File: config.mk
export PLATFORM = sky130hd
export DESIGN_NAME = dvosb_top
export DESIGN_NICKNAME = d
export VERILOG_FILES = /design/src/dvosb_pkg.sv /design/src/dvosb_sync_if.sv /design/src/dvosb_sync.sv /design/src/dvosb_top.sv
export VERILOG_INCLUDE_DIRS = /design/src
export SDC_FILE = /design/constraint.sdc
export NUM_CORES = 1
export LEC_CHECK = 0
export BUFFER_PORTS_ARGS = -buffer_cell sky130_fd_sc_hd__buf_2
export CAP_MARGIN = 20
export CORE_MARGIN = 10
export CORE_UTILIZATION = 45
export CTS_CLUSTER_SIZE = 25
export DETAILED_ROUTE_END_ITERATION = 10
export GPL_ROUTABILITY_DRIVEN = 0
export GPL_TIMING_DRIVEN = 0
export HOLD_SLACK_MARGIN = 0.05
export PLACE_DENSITY = 0.82
export SETUP_SLACK_MARGIN = 0.4
export SYNTH_ARGS = -nofsm -noshare
export SYNTH_HDL_FRONTEND = slang
export SYNTH_SLANG_ARGS = --single-unit
export TNS_END_PERCENT = 20
File: constraint.sdc
create_clock -name REF_CLK -period 2.7 [get_ports REF_CLK]
set_clock_uncertainty 0.1 [all_clocks]
set_input_delay 0 -clock REF_CLK [delete_from_list [all_inputs] [get_ports REF_CLK]]
set_output_delay 0 -clock REF_CLK [all_outputs]
set_load 0.1 [all_outputs]
File: src/dvosb_defines.svh
// Register offsets, field positions, reset values and widths for the port sideband block
`ifndef DVOSB_DEFINES_SVH
`define DVOSB_DEFINES_SVH

// ----------------------------------------------------------------
// Register byte offsets
// ----------------------------------------------------------------
`define DVOSB_OFS_CTRL 8'h00
`define DVOSB_OFS_STATUS 8'h04
`define DVOSB_OFS_STRAP 8'h08
`define DVOSB_OFS_IRQ_STAT 8'h0c
`define DVOSB_OFS_IRQ_MASK 8'h10
`define DVOSB_OFS_HOLD_CNT 8'h14

// ----------------------------------------------------------------
// Control register fields
// ----------------------------------------------------------------
`define DVOSB_CTRL_BORDER_MODE 0
`define DVOSB_CTRL_STALL_MODE 1
`define DVOSB_CTRL_VSTRETCH 2
`define DVOSB_CTRL_BLANK_EN 3
`define DVOSB_CTRL_RESET 8'h00

// ----------------------------------------------------------------
// Status register fields
// ----------------------------------------------------------------
`define DVOSB_STAT_PRESENT 0
`define DVOSB_STAT_HOTPLUG 1
`define DVOSB_STAT_FIELD 2
`define DVOSB_STAT_HOLDING 3

// ----------------------------------------------------------------
// Interrupt status and mask fields
// ----------------------------------------------------------------
`define DVOSB_IRQ_HP_ASSERT 0
`define DVOSB_IRQ_HP_RELEASE 1
`define DVOSB_IRQ_FIELD 2
`define DVOSB_IRQ_HOLD 3
`define DVOSB_IRQ_W 4
`define DVOSB_IRQ_RESET 4'h0
`define DVOSB_MASK_RESET 4'h0

// ----------------------------------------------------------------
// Widths
// ----------------------------------------------------------------
`define DVOSB_STRAP_W 8
`define DVOSB_HOLD_CNT_W 16
`define DVOSB_SYNC_W 2

`endif

File: src/dvosb_pkg.sv
// Types shared by the port sideband block
package dvosb_pkg;

    // Line hold sequencer states
    typedef enum logic [0:0] {
        DVOSB_LINE_RUN,
        DVOSB_LINE_HOLD
    } dvosb_line_t;

    // Strap capture states
    typedef enum logic [0:0] {
        DVOSB_STRAP_WAIT,
        DVOSB_STRAP_DONE
    } dvosb_strap_t;

endpackage

File: src/dvosb_sync_if.sv
// Carrier between the input synchroniser and the sideband top
`timescale 1ns/1ps
interface dvosb_sync_if;
    logic hp_asserted;
    logic hp_assert_pulse;
    logic hp_release_pulse;
    logic fs_level;
    logic fs_edge_pulse;

    modport src (
        output hp_asserted,
        output hp_assert_pulse,
        output hp_release_pulse,
        output fs_level,
        output fs_edge_pulse
    );

    modport dst (
        input hp_asserted,
        input hp_assert_pulse,
        input hp_release_pulse,
        input fs_level,
        input fs_edge_pulse
    );
endinterface

File: src/dvosb_sync.sv
// Two-flop synchronisers and edge detection for the hot-plug and field/stall inputs
`timescale 1ns/1ps
`include "dvosb_defines.svh"
module dvosb_sync
    import dvosb_pkg::*;
#(
    parameter int STAGES = 2
) (
    input wire logic clk,
    input wire logic srst,
    input wire logic hotplug_irq_n,
    input wire logic field_or_stall,
    dvosb_sync_if.src sync
);

    // ----------------------------------------------------------------
    // Synchroniser chains
    // ----------------------------------------------------------------
    logic [`DVOSB_SYNC_W-1:0] raw;
    logic [`DVOSB_SYNC_W-1:0] synced;
    logic [`DVOSB_SYNC_W-1:0] prev_r;

    // Hot-plug is active low; idle level after reset is released (high)
    assign raw = {field_or_stall, hotplug_irq_n};

    genvar g;
    generate
        for (g = 0; g < `DVOSB_SYNC_W; g++) begin : g_chain
            logic [STAGES-1:0] chain_r;
            always_ff @(posedge clk) begin
                if (srst) begin
                    chain_r <= (g == 0) ? {STAGES{1'b1}} : {STAGES{1'b0}};
                end else begin
                    chain_r <= {chain_r[STAGES-2:0], raw[g]};
                end
            end
            assign synced[g] = chain_r[STAGES-1];
        end
    endgenerate

    // ----------------------------------------------------------------
    // Edge detection on the last stage only
    // ----------------------------------------------------------------
    always_ff @(posedge clk) begin
        if (srst) begin
            prev_r <= 2'h1;
        end else begin
            prev_r <= synced;
        end
    end

    assign sync.hp_asserted = ~synced[0];
    assign sync.hp_assert_pulse = prev_r[0] & ~synced[0];
    assign sync.hp_release_pulse = ~prev_r[0] & synced[0];
    assign sync.fs_level = synced[1];
    assign sync.fs_edge_pulse = prev_r[1] ^ synced[1];

endmodule

File: src/dvosb_top.sv
// Digital video port sideband control: blank indicator, hot-plug, field/stall, straps
//
// Operation
// - Blank mode: indicator output marks active pixels only, border excluded.
// - Border mode: indicator output marks active pixels plus surrounding border.
// - Hot-plug input assertion from display is accepted as an interrupt event.
// - Shared input acts as TV field or panel stall by configured mode.
// - Field mode with interlaced overlay: overlay field follows encoder field input.
// - Stall mode: stall asserted at a line start holds the pixel pipeline for that whole line.
// - Panel fitter uses stall to insert held lines when stretching vertically.
// - Eight-bit identity strap is captured and readable by display firmware.
// - Presence strap low means device attached; high means none present.
//
// Design decisions made here: the Wishbone slave port and the register offsets.
`timescale 1ns/1ps
`include "dvosb_defines.svh"
module dvosb_top
    import dvosb_pkg::*;
#(
    parameter int STRAP_W = `DVOSB_STRAP_W,
    parameter int HOLD_CNT_W = `DVOSB_HOLD_CNT_W
) (
    input wire logic REF_CLK,
    input wire logic SRST,
    input wire logic WB_CYC_I,
    input wire logic WB_STB_I,
    input wire logic WB_WE_I,
    input wire logic [7:0] WB_ADR_I,
    input wire logic [3:0] WB_SEL_I,
    input wire logic [31:0] WB_DAT_I,
    output logic [31:0] WB_DAT_O,
    output logic WB_ACK_O,
    output logic IRQ,
    input wire logic ACTIVE_PIX,
    input wire logic BORDER_PIX,
    input wire logic LINE_START,
    input wire logic OVL_INTERLACED,
    output logic PORT_BLANK_BORDER_N,
    output logic PIPE_HOLD_LINE,
    output logic PFIT_INSERT_LINE,
    output logic OVL_FIELD,
    output logic OVL_FIELD_RESYNC,
    input wire logic DISPLAY_HOTPLUG_IRQ_N,
    input wire logic FIELD_OR_STALL_IN,
    input wire logic [STRAP_W-1:0] ADDIN_IDENTITY_STRAP,
    input wire logic PORT_PRESENT_STRAP_N
);

    // ----------------------------------------------------------------
    // Register byte-lane merge, used by the control register byte
    // ----------------------------------------------------------------
    function automatic logic [7:0] wb_merge(
        input logic [7:0] old_val,
        input logic [7:0] new_val,
        input logic lane
    );
        wb_merge = lane ? new_val : old_val;
    endfunction

    // ----------------------------------------------------------------
    // Input synchronisation
    // ----------------------------------------------------------------
    dvosb_sync_if sync_bus ();

    dvosb_sync #(
        .STAGES(2)
    ) u_sync (
        .clk(REF_CLK),
        .srst(SRST),
        .hotplug_irq_n(DISPLAY_HOTPLUG_IRQ_N),
        .field_or_stall(FIELD_OR_STALL_IN),
        .sync(sync_bus)
    );

    // ----------------------------------------------------------------
    // Register state
    // ----------------------------------------------------------------
    logic [7:0] ctrl_r;
    logic [`DVOSB_IRQ_W-1:0] irq_stat_r;
    logic [`DVOSB_IRQ_W-1:0] irq_stat_nxt;
    logic [`DVOSB_IRQ_W-1:0] irq_mask_r;
    logic [`DVOSB_IRQ_W-1:0] irq_set;
    logic [HOLD_CNT_W-1:0] hold_cnt_r;
    logic [STRAP_W-1:0] strap_id_r;
    logic present_r;
    dvosb_strap_t strap_state_r;
    dvosb_line_t line_state_r;
    logic [31:0] rd_data;

    logic border_mode;
    logic stall_mode;
    logic vstretch_en;
    logic blank_en;

    assign border_mode = ctrl_r[`DVOSB_CTRL_BORDER_MODE];
    assign stall_mode = ctrl_r[`DVOSB_CTRL_STALL_MODE];
    assign vstretch_en = ctrl_r[`DVOSB_CTRL_VSTRETCH];
    assign blank_en = ctrl_r[`DVOSB_CTRL_BLANK_EN];

    // ----------------------------------------------------------------
    // Wishbone classic slave
    // ----------------------------------------------------------------
    logic bus_req;
    logic bus_wr;
    logic hit_ctrl;
    logic hit_irq_stat;
    logic hit_irq_mask;
    logic hit_hold_cnt;

    assign bus_req = WB_CYC_I & WB_STB_I;
    // Writes land at the edge where the master samples ack high
    assign bus_wr = bus_req & WB_WE_I & WB_ACK_O;
    assign hit_ctrl = (WB_ADR_I == `DVOSB_OFS_CTRL);
    assign hit_irq_stat = (WB_ADR_I == `DVOSB_OFS_IRQ_STAT);
    assign hit_irq_mask = (WB_ADR_I == `DVOSB_OFS_IRQ_MASK);
    assign hit_hold_cnt = (WB_ADR_I == `DVOSB_OFS_HOLD_CNT);

    // One wait state; ack drops the cycle after it was given
    always_ff @(posedge REF_CLK) begin
        if (SRST) begin
            WB_ACK_O <= 1'b0;
        end else begin
            WB_ACK_O <= bus_req & ~WB_ACK_O;
        end
    end

    // Unmapped offsets are acknowledged and read as zero
    always_comb begin
        rd_data = 32'h0000_0000;
        case (WB_ADR_I)
            `DVOSB_OFS_CTRL: begin
                rd_data[7:0] = ctrl_r;
            end
            `DVOSB_OFS_STATUS: begin
                rd_data[`DVOSB_STAT_PRESENT] = present_r;
                rd_data[`DVOSB_STAT_HOTPLUG] = sync_bus.hp_asserted;
                rd_data[`DVOSB_STAT_FIELD] = sync_bus.fs_level;
                rd_data[`DVOSB_STAT_HOLDING] = (line_state_r == DVOSB_LINE_HOLD);
            end
            `DVOSB_OFS_STRAP: begin
                rd_data[STRAP_W-1:0] = strap_id_r;
            end
            `DVOSB_OFS_IRQ_STAT: begin
                rd_data[`DVOSB_IRQ_W-1:0] = irq_stat_r;
            end
            `DVOSB_OFS_IRQ_MASK: begin
                rd_data[`DVOSB_IRQ_W-1:0] = irq_mask_r;
            end
            `DVOSB_OFS_HOLD_CNT: begin
                rd_data[HOLD_CNT_W-1:0] = hold_cnt_r;
            end
            default: begin
                rd_data = 32'h0000_0000;
            end
        endcase
    end

    always_ff @(posedge REF_CLK) begin
        if (SRST) begin
            WB_DAT_O <= 32'h0000_0000;
        end else if (bus_req & ~WB_ACK_O & ~WB_WE_I) begin
            WB_DAT_O <= rd_data;
        end else begin
            WB_DAT_O <= 32'h0000_0000;
        end
    end

    // ----------------------------------------------------------------
    // Control and mask registers
    // ----------------------------------------------------------------
    always_ff @(posedge REF_CLK) begin
        if (SRST) begin
            ctrl_r <= `DVOSB_CTRL_RESET;
        end else if (bus_wr & hit_ctrl) begin
            ctrl_r <= wb_merge(ctrl_r, WB_DAT_I[7:0], WB_SEL_I[0]);
        end
    end

    always_ff @(posedge REF_CLK) begin
        if (SRST) begin
            irq_mask_r <= `DVOSB_MASK_RESET;
        end else if (bus_wr & hit_irq_mask) begin
            irq_mask_r <= WB_SEL_I[0] ? WB_DAT_I[`DVOSB_IRQ_W-1:0]
                : irq_mask_r;
        end
    end

    // ----------------------------------------------------------------
    // Strap capture
    // ----------------------------------------------------------------
    // Straps are caught once, on the first clock after reset release, so a
    // reset never loads a pin value directly.
    always_ff @(posedge REF_CLK) begin
        if (SRST) begin
            strap_state_r <= DVOSB_STRAP_WAIT;
            strap_id_r <= '0;
            present_r <= 1'b0;
        end else begin
            case (strap_state_r)
                DVOSB_STRAP_WAIT: begin
                    strap_id_r <= ADDIN_IDENTITY_STRAP;
                    present_r <= ~PORT_PRESENT_STRAP_N;
                    strap_state_r <= DVOSB_STRAP_DONE;
                end
                DVOSB_STRAP_DONE: begin
                    strap_state_r <= DVOSB_STRAP_DONE;
                end
                default: begin
                    strap_state_r <= DVOSB_STRAP_WAIT;
                end
            endcase
        end
    end

    // ----------------------------------------------------------------
    // Blank / border indicator
    // ----------------------------------------------------------------
    // Registered so it leaves on the same pixel edge as the data it qualifies;
    // upstream pixel data carries the same one-cycle stage.
    always_ff @(posedge REF_CLK) begin
        if (SRST) begin
            PORT_BLANK_BORDER_N <= 1'b1;
        end else if (!blank_en) begin
            PORT_BLANK_BORDER_N <= 1'b1;
        end else if (border_mode) begin
            PORT_BLANK_BORDER_N <= ~(ACTIVE_PIX | BORDER_PIX);
        end else begin
            PORT_BLANK_BORDER_N <= ~(ACTIVE_PIX & ~BORDER_PIX);
        end
    end

    // ----------------------------------------------------------------
    // Line hold sequencer (stall mode)
    // ----------------------------------------------------------------
    logic stall_seen;

    // The panel moves stall only in blanking, so the level sampled at the
    // line start is stable for the whole line that follows.
    assign stall_seen = stall_mode & sync_bus.fs_level & LINE_START;

    always_ff @(posedge REF_CLK) begin
        if (SRST) begin
            line_state_r <= DVOSB_LINE_RUN;
        end else begin
            case (line_state_r)
                DVOSB_LINE_RUN: begin
                    if (stall_seen) begin
                        line_state_r <= DVOSB_LINE_HOLD;
                    end
                end
                DVOSB_LINE_HOLD: begin
                    // One line per request; a still-high stall holds the next one
                    if (LINE_START && !stall_seen) begin
                        line_state_r <= DVOSB_LINE_RUN;
                    end
                end
                default: begin
                    line_state_r <= DVOSB_LINE_RUN;
                end
            endcase
        end
    end

    always_ff @(posedge REF_CLK) begin
        if (SRST) begin
            PIPE_HOLD_LINE <= 1'b0;
        end else if (LINE_START) begin
            PIPE_HOLD_LINE <= stall_seen;
        end
    end

    // Panel fitter inserts a held line only while stretching vertically
    always_ff @(posedge REF_CLK) begin
        if (SRST) begin
            PFIT_INSERT_LINE <= 1'b0;
        end else begin
            PFIT_INSERT_LINE <= stall_seen & vstretch_en;
        end
    end

    always_ff @(posedge REF_CLK) begin
        if (SRST) begin
            hold_cnt_r <= '0;
        end else if (bus_wr & hit_hold_cnt) begin
            hold_cnt_r <= '0;
        end else if (stall_seen) begin
            hold_cnt_r <= hold_cnt_r + 1'b1;
        end
    end

    // ----------------------------------------------------------------
    // Overlay field tracking (field mode)
    // ----------------------------------------------------------------
    logic field_track;

    assign field_track = ~stall_mode & OVL_INTERLACED;

    always_ff @(posedge REF_CLK) begin
        if (SRST) begin
            OVL_FIELD <= 1'b0;
        end else if (field_track) begin
            OVL_FIELD <= sync_bus.fs_level;
        end
    end

    // Pulses when the overlay must realign, including on entering tracking
    always_ff @(posedge REF_CLK) begin
        if (SRST) begin
            OVL_FIELD_RESYNC <= 1'b0;
        end else begin
            OVL_FIELD_RESYNC <= field_track & (OVL_FIELD != sync_bus.fs_level);
        end
    end

    // ----------------------------------------------------------------
    // Interrupts
    // ----------------------------------------------------------------
    always_comb begin
        irq_set = '0;
        irq_set[`DVOSB_IRQ_HP_ASSERT] = sync_bus.hp_assert_pulse;
        irq_set[`DVOSB_IRQ_HP_RELEASE] = sync_bus.hp_release_pulse;
        irq_set[`DVOSB_IRQ_FIELD] = field_track & sync_bus.fs_edge_pulse;
        irq_set[`DVOSB_IRQ_HOLD] = stall_seen;
    end

    // Write-one-to-clear; an event in the clearing cycle survives
    always_comb begin
        irq_stat_nxt = irq_stat_r;
        if (bus_wr & hit_irq_stat & WB_SEL_I[0]) begin
            irq_stat_nxt = irq_stat_r & ~WB_DAT_I[`DVOSB_IRQ_W-1:0];
        end
        irq_stat_nxt = irq_stat_nxt | irq_set;
    end

    always_ff @(posedge REF_CLK) begin
        if (SRST) begin
            irq_stat_r <= `DVOSB_IRQ_RESET;
        end else begin
            irq_stat_r <= irq_stat_nxt;
        end
    end

    always_ff @(posedge REF_CLK) begin
        if (SRST) begin
            IRQ <= 1'b0;
        end else begin
            IRQ <= |(irq_stat_nxt & irq_mask_r);
        end
    end

endmodule

After elaboration in Yosys (flattened, before gate mapping)
Index checks and enable logic that the tools add are counted.
{"block": "totals", "ff_bits": 88, "inputBits": 64, "out_inout_bits": 39}
{"block": "classes", "add_sub_neg": 1, "eq_ne": 6, "mux": 8, "n_bitwise": 38, "n_reduce_logical": 10}
{"operator": "4-bit one-hot mux with 6 select lines", "n": 1}
{"operator": "1-bit bitwise AND", "n": 19}
{"operator": "16-bit by 1-bit adder with 16-bit output, second input constant", "n": 1}
{"operator": "8-bit by 4-bit == test with 1-bit output, second input constant", "n": 2}
{"operator": "8-bit by 5-bit == test with 1-bit output, second input constant", "n": 2}
{"operator": "1-bit inverter", "n": 13}
{"operator": "4-bit one-hot mux with 3 select lines", "n": 1}
{"operator": "4-bit bitwise AND", "n": 2}
{"operator": "8-bit by 3-bit == test with 1-bit output, second input constant", "n": 1}
{"operator": "8-bit zero test", "n": 1}
{"operator": "2-bit OR reduction", "n": 3}
{"operator": "1-bit two-way mux", "n": 4}
{"operator": "4-bit two-way mux", "n": 1}
{"operator": "4-bit inverter", "n": 1}
{"operator": "4-bit OR", "n": 1}
{"operator": "2-bit AND reduction", "n": 2}
{"operator": "4-bit OR reduction", "n": 1}
{"operator": "3-bit OR reduction", "n": 1}
{"operator": "1-bit one-hot mux with 2 select lines", "n": 1}
{"operator": "1-bit logical AND", "n": 1}
{"operator": "1-bit zero test", "n": 1}
{"operator": "1-bit != test", "n": 1}
{"operator": "1-bit OR", "n": 1}
{"operator": "1-bit bitwise XOR", "n": 1}

Logic depth before layout (Yosys ltp)
Gate-level depths: netlist (run 1).
{"block": "logic_depth", "ltp_word": 9, "depth_mapped": 6, "mapped_depth_nobuf": 5}

Modules after synthesis
From an unflattened synthesis (run 1), not the netlist that was laid out.
{"block": "unflattened", "cells_unflattened": 311, "area_unflattened_um2": 3096.7}
{"mod": "dvosb_top", "instances": 1, "cells_per_inst": 295, "area_each_um2": 2914.0}
{"mod": "dvosb_sync", "instances": 1, "cells_per_inst": 16, "area_each_um2": 182.7}

Worst setup path before layout (run 1)
OpenSTA, ideal clock, no wires.
{"block": "synth_timing", "path_kind": "register -> register", "from": "reg WB_ACK_O", "to": "reg ctrl_r[7]", "t_arrival_ns": 2.003, "t_required_ns": 2.472, "path_slack_ns": 0.469, "stages_incl_launch_ff": 6, "period_less_slack_ns": 2.231, "path_cell_list": "dfxtp_1 and4_1 clkbuf_1 nand4_2 mux2i_1 nor2_1"}
{"block": "synth_via", "elab_chain_len": 3}
{"element": "start, declared", "line_no": "dvosb_top.sv:32", "rtl": "output logic WB_ACK_O,"}
{"element": "start signal, assigned", "line_no": "dvosb_top.sv:123", "rtl": "WB_ACK_O <= bus_req & ~WB_ACK_O;"}
{"element": "1-bit bitwise AND", "line_no": "dvosb_top.sv:112", "rtl": "assign bus_wr = bus_req & WB_WE_I & WB_ACK_O;"}
{"element": "1-bit bitwise AND", "line_no": "dvosb_top.sv:174", "rtl": "end else if (bus_wr & hit_ctrl) begin"}
{"element": "2-bit AND reduction (no line)"}
{"element": "end signal, assigned", "line_no": "dvosb_top.sv:173", "rtl": "ctrl_r <= `DVOSB_CTRL_RESET;"}
{"element": "end signal, assigned", "line_no": "dvosb_top.sv:175", "rtl": "ctrl_r <= wb_merge(ctrl_r, WB_DAT_I[7:0], WB_SEL_I[0]);"}
{"element": "end, declared", "line_no": "dvosb_top.sv:78", "rtl": "logic [7:0] ctrl_r;"}
No other way between the ends.
A chain may end at the register's enable or synchronous reset.

Worst setup path in the final report (run 1)
{"block": "layout_timing", "from": "reg WB_ACK_O", "to": "reg irq_mask_r[0]"}
{"block": "layout_via", "elab_chain_len": 3}
{"element": "1-bit bitwise AND", "line_no": "dvosb_top.sv:112"}
{"element": "1-bit bitwise AND", "line_no": "dvosb_top.sv:182", "rtl": "end else if (bus_wr & hit_irq_mask) begin"}
{"element": "2-bit AND reduction (no line)"}
{"element": "end signal, assigned", "line_no": "dvosb_top.sv:181", "rtl": "irq_mask_r <= `DVOSB_MASK_RESET;"}
{"element": "end signal, assigned", "line_no": "dvosb_top.sv:183", "rtl": "irq_mask_r <= WB_SEL_I[0] ? WB_DAT_I[`DVOSB_IRQ_W-1:0]"}
{"element": "end, declared", "line_no": "dvosb_top.sv:81", "rtl": "logic [`DVOSB_IRQ_W-1:0] irq_mask_r;"}
No other way between the ends.

==> results of run 1 <==
## tightest hold or removal path, stage by stage
cell	delay, ns
buf_2	0.11
nor4_2	0.08
nand2_1	0.11
o22a_1	0.14
a21oi_1	0.06
## per-layer routing
layer  vias to the layer above  GRT usage (%)  routed length (µm)
li1                       1393              -                   -
met4                         0          6.064                 177
met1                      1397          17.59                3357
met5                         -              0                   0
met3                        20          6.196                 890
met2                       161          27.16                4414
## cells by family after synthesis
group	Yosys count
mux	30
xor+xnor	16
other cells	1
simple gates	134
compound gates	45
buf+inv	38
flops	72
fa+ha+maj	1
## layout make-up
class	count	area, µm²
Fill cell	576	2649
Multi-Input combinational cell	242	1573
Sequential cell	72	1441
Timing Repair Buffer	96	673.1
Buffer	30	192.7
Clock buffer	10	127.6
Tap cell	96	120.1
Inverter	8	30.03
Clock inverter	5	25.02
## Yosys cell counts, drive strengths merged
master	instances	area [µm²]
a211oi	2	15.01
a21bo	1	10.01
a21o	2	22.52
a21oi	16	80.08
a22o	1	8.760
a22oi	6	45.04
a31oi	1	6.260
a32oi	1	8.760
a41o	1	10.01
and2	8	50.05
and3	6	37.54
and4	4	37.54
buf	22	162.7
clkbuf	8	30.03
conb	1	3.750
dfxtp	72	1441
ha	1	12.51
inv	8	30.03
mux2	9	101.4
mux2i	21	210.2
nand2	15	58.81
nand2b	7	43.79
nand3	11	55.05
nand3b	4	30.03
nand4	9	68.81
nand4b	1	8.760
nor2	41	153.9
nor2b	5	31.28
nor3	7	40.04
nor4	10	90.08
nor4b	2	17.52
o211ai	1	7.510
o21ai	8	40.04
o22a	3	26.28
o22ai	2	12.51
or2	3	18.77
or4	1	7.510
xnor2	13	113.9
xor2	3	26.28
## power breakdown
group          leakage, µW  switching (µW)  total (µW)  internal [µW]
Combinational      0.00117             193         297            104
Clock            0.0000854             380         700            320
Sequential        0.000584            9.41        1090           1080
Total              0.00184             583        2080           1500
## path summary, 6_finish.rpt
kind	to	slack (ns)
min	WB_DAT_O[1]$_SDFF_PP0_	0.11
min reg2reg	u_sync.g_chain[0].chain_r[1]$_SDFF_PP1_	0.32
max reg2reg	irq_mask_r[0]$_SDFFE_PP0P_	0.54
max	irq_mask_r[0]$_SDFFE_PP0P_	0.54
## sequential cells by signal (all words and copies together) (netlist names), 2 cells and up, named ones only
register,cells
strap_id_r,8
irq_stat_r,4
u_sync.g_chain.chain_r,4
WB_DAT_O,16
u_sync.prev_r,2
ctrl_r,8
irq_mask_r,4
hold_cnt_r,16
## per-stage QoR
stage	hold WS [ns]	setup slack, ns
after floorplan	0.0009511	0.4692
final	0.1135	0.5415
after detailed placement	0.09897	0.8955
after CTS	0.08041	0.4815
after global placement	0.08107	0.9776
after global routing	0.1300	0.4518
## timing repair
action	in CTS	in global routing
resized for setup	0	2
hold endpoints to repair	44	0
hold buffers	38	0
setup endpoints to repair	0	7
==> results.sh, run 1 <==
export IMPL_clkTransAtPathRegs_ns=0.07
export IMPL_r2r_start="WB_ACK_O$_SDFF_PP0_"
export IMPL_grt_pass1_wl_um=14380
export IMPL_holdCritStartpoint="WB_ADR_I[4]"
export IMPL_clockBufferDepth=2
export IMPL_yosys_area_share_simple_pct=23.61
export IMPL_synth_top_family_by_area="simple AND/OR/NAND/NOR gates"
export IMPL_cp_max_fo=5
export IMPL_syn_cell_area_um2=3174
export IMPL_grt_max_degree=12
export IMPL_yosysWarningCount=0
export IMPL_post_cts_setup_buffers=0
export IMPL_stdcell_area_um2=4183
export IMPL_vias=2971
export IMPL_cpPeakStageDelay_ns=0.56
export IMPL_io_pins=103
export IMPL_vias_per_cell=5.315
export IMPL_cts_tree="done"
export IMPL_timing_fmax_mhz=463.3
export IMPL_dieHeight_um=104.0
export IMPL_cts_sinks=72
export IMPL_critPathMostFrequentCell="and4_1"
export IMPL_initial_core_util_pct=46.47
export IMPL_tightestPinTransition_ns=0.6840
export IMPL_fin_crit_ns=2.158
export IMPL_worstHoldPathCells=5
export IMPL_synth_area_per_cell_um2=9.419
export IMPL_slowest_stage="dlygate4sd3_1"
export IMPL_fin_tns_setup_ns=0
export IMPL_synth_compound_area_share_pct=9.223
export IMPL_grt_overflow=0
export IMPL_mostFrequentLayoutCell="dfxtp_1"
export IMPL_drv_cap=0
export IMPL_crit_start="WB_ACK_O$_SDFF_PP0_"
export IMPL_final_cell_mix="72 x dfxtp_1, 62 x buf_2, 41 x nor2_1"
export IMPL_power_leakage_uw=0.001843
export IMPL_wl_per_cell_um=15.81
export IMPL_hpwl_um=6016
export IMPL_row_count=30
export IMPL_critPathBufInv=2
export IMPL_firstDrtPassIters=6
export IMPL_crit_required_ns=2.89
export IMPL_grt_usage_pct=15.99
export IMPL_routed_wl_um=8840
export IMPL_io_buffers=58
export IMPL_critical_path_class="register to register"
export IMPL_cp_cell_sequence="and4_1 > clkbuf_1 > and4_1 > nand3_1 > a21oi_1 > dlygate4sd3_1"
export IMPL_cts_max_level=3
export IMPL_min_delay_path_class="input pin to register"
export IMPL_cts_buffers=9
export IMPL_setup_viol=0
export IMPL_dpl_cell_area_um2=3641
export IMPL_finalHoldViolations=0
export IMPL_fp_coreArea_um2=6832
export IMPL_muxShareOfSynthArea_pct=9.815
export IMPL_num_nets_final=524
export IMPL_power_density_nw_per_um2=498.3
export IMPL_synthCells=337
export IMPL_synth_cell_type_count=48
export IMPL_ir_worst_vdd_mv=0.4096
export IMPL_ys_ff_latch=72
export IMPL_critPathTopFamily="buffers and inverters"
export IMPL_diodes=0
export IMPL_cp_arrival_ns=2.35
export IMPL_status="complete, no violations"
export IMPL_clkLatencyLatePin_ns=0.35
export IMPL_layout_cells_non_filler=559
export IMPL_fp_dieArea_um2=10810
export IMPL_root_buffer="clkbuf_8"
export IMPL_drive_gt1_share_pct=25.05
export IMPL_grt_pass1_vias=2984
export IMPL_slew_violations=0
export IMPL_postRouteAntennaNets=0
export IMPL_die_w_um=104.0
export IMPL_rr_worst_depth=6
export IMPL_antenna_found_initial=0
export IMPL_worstSetupEndpointType="register"
export IMPL_slew_headroom_pct=54.40
export IMPL_drtIter0Drc=159
export IMPL_start_kind="register"
export IMPL_syn_to_final_growth_pct=31.77
export IMPL_rsz0062_at_grt="no"
export IMPL_finish_utilization_pct=61.23
export IMPL_synth_seq_area_share_pct=45.41
export IMPL_drc=0
export IMPL_power_uw=2084
export IMPL_dp_cells=506
export IMPL_post_route_period_util_pct=79.94
export IMPL_synthAdderAreaFrac_pct=0.3942
export IMPL_synth_xor_area_share_pct=4.415
export IMPL_path_depth=6
No activity file was read; power rests on OpenSTA's default activity.
==> run 2: changes to the inputs <==
--- a/config.mk
+++ b/config.mk
@@ -6,6 +6,7 @@
 export SDC_FILE = /design/constraint.sdc
 export NUM_CORES = 1
 export LEC_CHECK = 0
+export ABC_AREA = 1
 export BUFFER_PORTS_ARGS = -buffer_cell sky130_fd_sc_hd__buf_2
 export CAP_MARGIN = 20
 export CORE_MARGIN = 10
==> constraint.sdc (replaced) <==
create_clock -name REF_CLK -period 2.2 [get_ports REF_CLK]
set_clock_uncertainty 0.1 [all_clocks]
set_input_delay 0 -clock REF_CLK [delete_from_list [all_inputs] [get_ports REF_CLK]]
set_output_delay 0 -clock REF_CLK [all_outputs]
set_load 0.1 [all_outputs]
==> run 2 against run 1 <==
Against the previous run: worst hold slack lost 0.054 ns; synthesized area shrank 2.2%; highest routed layer unchanged; wire length shrank 6.4%.
==> results.sh, run 2 <==
export IMPL_drive_gt1_share_pct=23.03
export IMPL_synth_area_leaders="dfxtp_1 46%, nand2_1 9.7%, nor2_1 7.4%, inv_1 5.6%, a21oi_1 4.2%"
export IMPL_worstHoldPathCells=5
export IMPL_tightestPinTransition_ns=0.5256
export IMPL_start_kind="register"
export IMPL_critPathBufInv=0
export IMPL_fin_crit_ns=1.711
export IMPL_grt_usage_pct=16.43
export IMPL_ys_async_sr_fraction_pct=0
export IMPL_post_route_period_util_pct=77.76
export IMPL_yosysWarningCount=0
export IMPL_cp_cell_sequence="nand2_1 > nor3_2 > nand3_1 > nand2_1 > nand2_1 > nand2_1 > nand2_1 > nor2_1 > nor2_1"
export IMPL_syn_cell_area_um2=3105
export IMPL_postRouteAntennaNets=0
export IMPL_io_buffers=57
export IMPL_grt_max_degree=13
export IMPL_finalHoldViolations=0
export IMPL_fp_coreArea_um2=6756
export IMPL_path_depth=9
export IMPL_fin_ws_ns=0.4894
export IMPL_num_nets_final=594
export IMPL_critPathMostFrequentCell="nand2_1"
export IMPL_cp_max_fo=6
export IMPL_slew_violations=0
export IMPL_min_delay_path_class="input pin to register"
export IMPL_grt_pass1_vias=3025
export IMPL_worstSetupEndpointType="register"
export IMPL_synth_area_per_cell_um2=7.483
export IMPL_power_leakage_uw=0.001882
export IMPL_timing_fmax_mhz=584.6
export IMPL_mostFrequentLayoutCell="nand2_1"
export IMPL_synthAdderAreaFrac_pct=0.4029
export IMPL_wl_per_cell_um=13.45
export IMPL_rr_endpoint="IRQ$_SDFF_PP0_"
export IMPL_clockBufferDepth=2
export IMPL_yosys_area_top_type="dfxtp_1"
export IMPL_root_buffer="clkbuf_8"
export IMPL_grt_overflow=0
export IMPL_row_count=30
export IMPL_cts_buffers=9
export IMPL_pre_cts_ws_ns=0.4273
export IMPL_cts_tree="done"
export IMPL_hpwl_um=5956
export IMPL_synthTopCellsByCount="80 x nand2_1, 72 x dfxtp_1, 61 x nor2_1"
export IMPL_final_cell_mix="79 x nand2_1, 71 x dfxtp_1, 60 x nor2_1"
export IMPL_post_cts_setup_buffers=0
export IMPL_top_regs="WB_DAT_O (16), hold_cnt_r (16)"
export IMPL_r2r_slack_ns=0.49
export IMPL_r2r_start="WB_ACK_O$_SDFF_PP0_"
export IMPL_synth_seq_area_share_pct=46.41
export IMPL_critical_path_class="register to register"
export IMPL_cp_endpoint="IRQ$_SDFF_PP0_"
export IMPL_syn_to_final_growth_pct=33.80
export IMPL_antenna_found_initial=1
export IMPL_vias=2984
export IMPL_drv_cap=0
export IMPL_synthFlopType="dfxtp_1"
export IMPL_num_fill_cells=577
export IMPL_clkTransAtPathRegs_ns=0.08
export IMPL_fin_tns_setup_ns=0
export IMPL_synth_compound_area_share_pct=10.39
export IMPL_grt_pass1_wl_um=13660
export IMPL_dieHeight_um=103.1
export IMPL_critPathTopFamily="simple AND/OR/NAND/NOR gates"
export IMPL_clkLatencyLatePin_ns=0.34
export IMPL_rr_worst_depth=9
export IMPL_status="complete, no violations"
export IMPL_setup_viol=0
export IMPL_drc=0
export IMPL_crit_start="WB_ACK_O$_SDFF_PP0_"
export IMPL_vias_per_cell=4.852
export IMPL_io_pins=103
export IMPL_slowest_stage="nor3_2"
export IMPL_routed_wl_um=8273
export IMPL_crit_required_ns=2.32
export IMPL_layout_cells_non_filler=615
export IMPL_synthCells=415
export IMPL_cpPeakStageDelay_ns=0.42
export IMPL_ir_worst_vdd_mv=0.4653
export IMPL_synth_xor_area_share_pct=1.410
export IMPL_slew_headroom_pct=64.77
export IMPL_drtIter0Drc=163
export IMPL_firstDrtPassIters=4
export IMPL_cts_max_level=3
export IMPL_synth_cell_type_count=36
export IMPL_yosys_area_share_simple_pct=30.10
export IMPL_finish_utilization_pct=61.50
export IMPL_synth_edf_count=0
export IMPL_initial_core_util_pct=45.96
export IMPL_fp_dieArea_um2=10620
export IMPL_cts_sinks=72
export IMPL_rsz0062_at_grt="yes"
export IMPL_muxShareOfSynthArea_pct=0
export IMPL_die_w_um=103.1
export IMPL_synth_top_family_by_area="simple AND/OR/NAND/NOR gates"
export IMPL_yosysTopAreaCellShare_pct=46.41
export IMPL_power_density_nw_per_um2=732.6
export IMPL_yosysMostFrequentCell="nand2_1"
export IMPL_dp_cells=567
export IMPL_ys_ff_latch=72
export IMPL_cp_arrival_ns=1.83
-- run 2: layer usage --
metal	share of wire, %	track usage (%)	vias up
li1	-	-	1522
met4	3.4	8.556	0
met3	6.8	5.764	29
met1	38	16.70	1333
met5	0	0	-
met2	51	29.01	100
-- run 2: cells by family after synthesis --
logic type	Yosys count
AND/OR/NAND/NOR	203
buffers and inverters	73
flip-flops	72
AO/OA/AOI/OAI	60
XOR/XNOR	5
adder cells (fa/ha/maj)	1
other	1
-- run 2: worst reg2reg max path, stage by stage (launching register included) --
cell,delay (ns)
dfxtp_4,0.37
nand2_1,0.10
nor3_2,0.42
nand3_1,0.15
nand2_1,0.11
nand2_1,0.06
nand2_1,0.07
nand2_1,0.05
nor2_1,0.10
nor2_1,0.05
-- run 2: power by group --
group / switching (µW) / internal, µW / leakage, µW
Clock: 481 / 895 / 0.000136
Combinational: 228 / 104 / 0.00116
Sequential: 12.4 / 1320 / 0.000585
Total: 722 / 2320 / 0.00188
-- run 2: worst min-delay path by stage --
stage / start / endpoint
2_1_floorplan: PORT_PRESENT_STRAP_N / present_r$_SDFFE_PP0N_
3_3_place_gp: PORT_PRESENT_STRAP_N / present_r$_SDFFE_PP0N_
3_5_place_dp: DISPLAY_HOTPLUG_IRQ_N / u_sync.g_chain[0].chain_r[0]$_SDFF_PP1_
4_1_cts: WB_CYC_I / WB_DAT_O[1]$_SDFF_PP0_
5_1_grt: WB_CYC_I / WB_DAT_O[1]$_SDFF_PP0_
6_report: WB_CYC_I / WB_DAT_O[3]$_SDFF_PP0_
-- run 2: layout make-up --
cell class	count	area, µm²	area share [%]
clock buffers	10	137.6	3.312
flip-flops and latches	72	1445	34.78
diodes	1	2.502	0.06022
multi-input cells	285	1395	33.57
clock inverters	6	130.1	3.132
inverters	48	180.2	4.336
well taps	80	100.1	2.409
repair buffers	88	598.1	14.39
plain buffers	25	166.4	4.005
-- run 2: per-stage QoR --
| step | power (µW) | area [µm²] | hold WS (ns) |
|---|---|---|---|
| global placement | 1642 | 3551 | 0.08641 |
| global route | 3132 | 4155 | 0.07374 |
| detailed placement | 1647 | 3551 | 0.09520 |
| floorplan | 1588 | 3166 | -0.005858 |
| finish | 3044 | 4155 | 0.05908 |
| CTS | 3057 | 4135 | 0.05602 |
-- run 2: what timing repair did --
| item | CTS | global route |
|---|---|---|
| hold endpoints to repair | 53 | 0 |
| resized for setup | 1 | 5 |
| hold buffers | 31 | 0 |
| endpoints found under the setup margin | 1 | 6 |
==> run 3: changes to the inputs <==
==> constraint.sdc (replaced) <==
create_clock -name REF_CLK -period 1.8 [get_ports REF_CLK]
set_clock_uncertainty 0.1 [all_clocks]
set_input_delay 0 -clock REF_CLK [delete_from_list [all_inputs] [get_ports REF_CLK]]
set_output_delay 0 -clock REF_CLK [all_outputs]
set_load 0.1 [all_outputs]
==> run 3 against run 2 <==
Against the previous run: the run now ends with negative hold slack left; maximum frequency is 11% higher; register-to-register slack got worse by 0.22 ns; sequential power up 21%; global-route usage fell by 0.11 points; count of clock-buffer cells in the layout down 1; via count is 3.2% higher; flip-flop and latch count did not move; largest power group is now registers.
==> results.sh, run 3 (synthesis gave the netlist of run 2 again) <==
export IMPL_drv_cap=0
export IMPL_cp_max_fo=5
export IMPL_clkTransAtPathRegs_ns=0.09
export IMPL_drtIter0Drc=122
export IMPL_antenna_found_initial=1
export IMPL_cts_buffers=9
export IMPL_worstSetupEndpointType="register"
export IMPL_setup_viol=0
export IMPL_initial_core_util_pct=45.96
export IMPL_pre_cts_ws_ns=0.04090
export IMPL_use_met3_pct=5.898
export IMPL_power_uw=3342
export IMPL_cts_tree="done"
export IMPL_io_pins=103
export IMPL_io_buffers=57
export IMPL_crit_required_ns=1.94
export IMPL_start_kind="register"
export IMPL_wl_per_cell_um=13.61
export IMPL_mostFrequentLayoutCell="nand2_1"
export IMPL_grt_pass1_wl_um=13630
export IMPL_hpwl_um=5853
export IMPL_slew_violations=0
export IMPL_finalHoldWorstSlack_ns=-0.007667
export IMPL_status="complete, but fails checks"
export IMPL_fp_dieArea_um2=10620
export IMPL_grt_pass1_vias=3063
export IMPL_num_nets_final=605
export IMPL_met2_usage_pct=28.77
export IMPL_fp_coreArea_um2=6756
export IMPL_dieHeight_um=103.1
export IMPL_power_leakage_uw=0.001920
export IMPL_drive_gt1_share_pct=28.26
export IMPL_fin_ws_ns=0.2648
export IMPL_grt_usage_pct=16.31
export IMPL_cpPeakStageDelay_ns=0.38
export IMPL_critPathMostFrequentCell="nand2_1"
export IMPL_critPathTopFamily="simple AND/OR/NAND/NOR gates"
export IMPL_grt_overflow=0
export IMPL_num_fill_cells=573
export IMPL_power_density_nw_per_um2=782.9
export IMPL_cts_sinks=72
export IMPL_cp_cell_sequence="nand2_4 > nor3_4 > nand3_2 > nand2_2 > nand2_1 > nand2_1 > nand2_1 > nor2_2 > nor2_1"
export IMPL_grt_busiest_layer="met2"
export IMPL_vias_per_cell=4.917
export IMPL_fin_tns_setup_ns=0
export IMPL_firstDrtPassIters=4
export IMPL_post_route_period_util_pct=85.29
export IMPL_root_buffer="clkbuf_8"
export IMPL_row_count=30
export IMPL_drc=0
export IMPL_cp_arrival_ns=1.67
export IMPL_violations="negative hold slack"
export IMPL_min_delay_path_class="input pin to register"
export IMPL_critical_path_class="register to register"
export IMPL_finalHoldViolations=2
export IMPL_cts_hold_buf=29
export IMPL_clockBufferDepth=2
export IMPL_rsz0062_at_grt="yes"
export IMPL_clkLatencyLatePin_ns=0.36
export IMPL_postRouteAntennaNets=0
export IMPL_syn_to_final_growth_pct=37.47
export IMPL_cts_max_level=3
export IMPL_slowest_stage="dfxtp_4"
export IMPL_timing_fmax_mhz=651.4
export IMPL_critPathBufInv=0
export IMPL_vias=3078
export IMPL_final_cell_mix="76 x nand2_1, 64 x dfxtp_1, 59 x nor2_1"
export IMPL_met1_usage_pct=16.29
export IMPL_top_regs="WB_DAT_O (16), hold_cnt_r (16)"
export IMPL_grt_max_degree=15
export IMPL_fin_crit_ns=1.535
export IMPL_ir_worst_vdd_mv=0.6128
export IMPL_routed_wl_um=8517
export IMPL_die_w_um=103.1
## run 3: changes by cell type in the layout (fill, tap and decap cells not counted), moves of 3 or more
cell,before,now
buf_4,17,30
dfxtp_4,1,7
bufinv_16,4,1
dfxtp_1,71,64
nand2_1,79,76
## run 3: stage by stage
| step | instance area (µm²) | hold WS, ns | util, % | cells |
|---|---|---|---|---|
| 2_1_floorplan | 3179 | -0.005858 | - | 430 |
| 3_3_place_gp | 3565 | 0.08598 | 52.76 | 567 |
| 3_5_place_dp | 3565 | 0.09521 | 52.76 | 567 |
| 4_1_cts | 4234 | -0.04508 | 62.67 | 624 |
| 5_1_grt | 4269 | 0.001508 | 63.19 | 626 |
| 6_report | 4269 | -0.007667 | 63.19 | 626 |
## run 3: path summary, 6_finish.rpt
kind | start | endpoint | slack [ns] | cells after the start
max | WB_ACK_O$_SDFF_PP0_ | IRQ$_SDFF_PP0_ | 0.26 | 9
min | SRST | OVL_FIELD_RESYNC$_SDFF_PP0_ | -0.008 | 2
max reg2reg | WB_ACK_O$_SDFF_PP0_ | IRQ$_SDFF_PP0_ | 0.26 | 9
min reg2reg | u_sync.g_chain[1].chain_r[0]$_SDFF_PP0_ | u_sync.g_chain[1].chain_r[1]$_SDFF_PP0_ | 0.29 | 2
## run 3: cell type report
class / instances / area, µm² / area share (%)
clock inverters: 7 / 80.08 / 1.876
plain buffers: 25 / 167.7 / 3.927
well taps: 80 / 100.1 / 2.345
inverters: 48 / 180.2 / 4.220
diodes: 1 / 2.502 / 0.05862
repair buffers: 99 / 673.1 / 15.77
clock buffers: 9 / 123.9 / 2.902
flip-flops and latches: 72 / 1469 / 34.41
multi-input cells: 285 / 1473 / 34.50
## run 3: timing repair
item                       4_1_cts  5_1_grt
setup endpoints to repair       37       28
resized for setup               23       10
setup buffers                   12        1
cloned                           0        0
pin swaps                       11        8
hold endpoints to repair        47        2
## run 3: where the power goes
group / internal (µW) / leakage [µW] / switching, µW
logic: 128 / 0.00123 / 281
registers: 1610 / 0.000590 / 15.0
clock network: 656 / 0.000102 / 654
## run 3: worst register-to-register path, cell delays in order, from the launching register on
cell and delay (ns):
dfxtp_4 0.38, nand2_4 0.06, nor3_4 0.31, nand3_2 0.13
nand2_2 0.09, nand2_1 0.06, nand2_1 0.06, nand2_1 0.06
nor2_2 0.11, nor2_1 0.05
## run 3: routing by layer
layer,up-vias,share of wire (%)
met4,0,4.2
met1,1407,38
met2,97,51
li1,1543,-
met3,31,6.8
met5,-,0
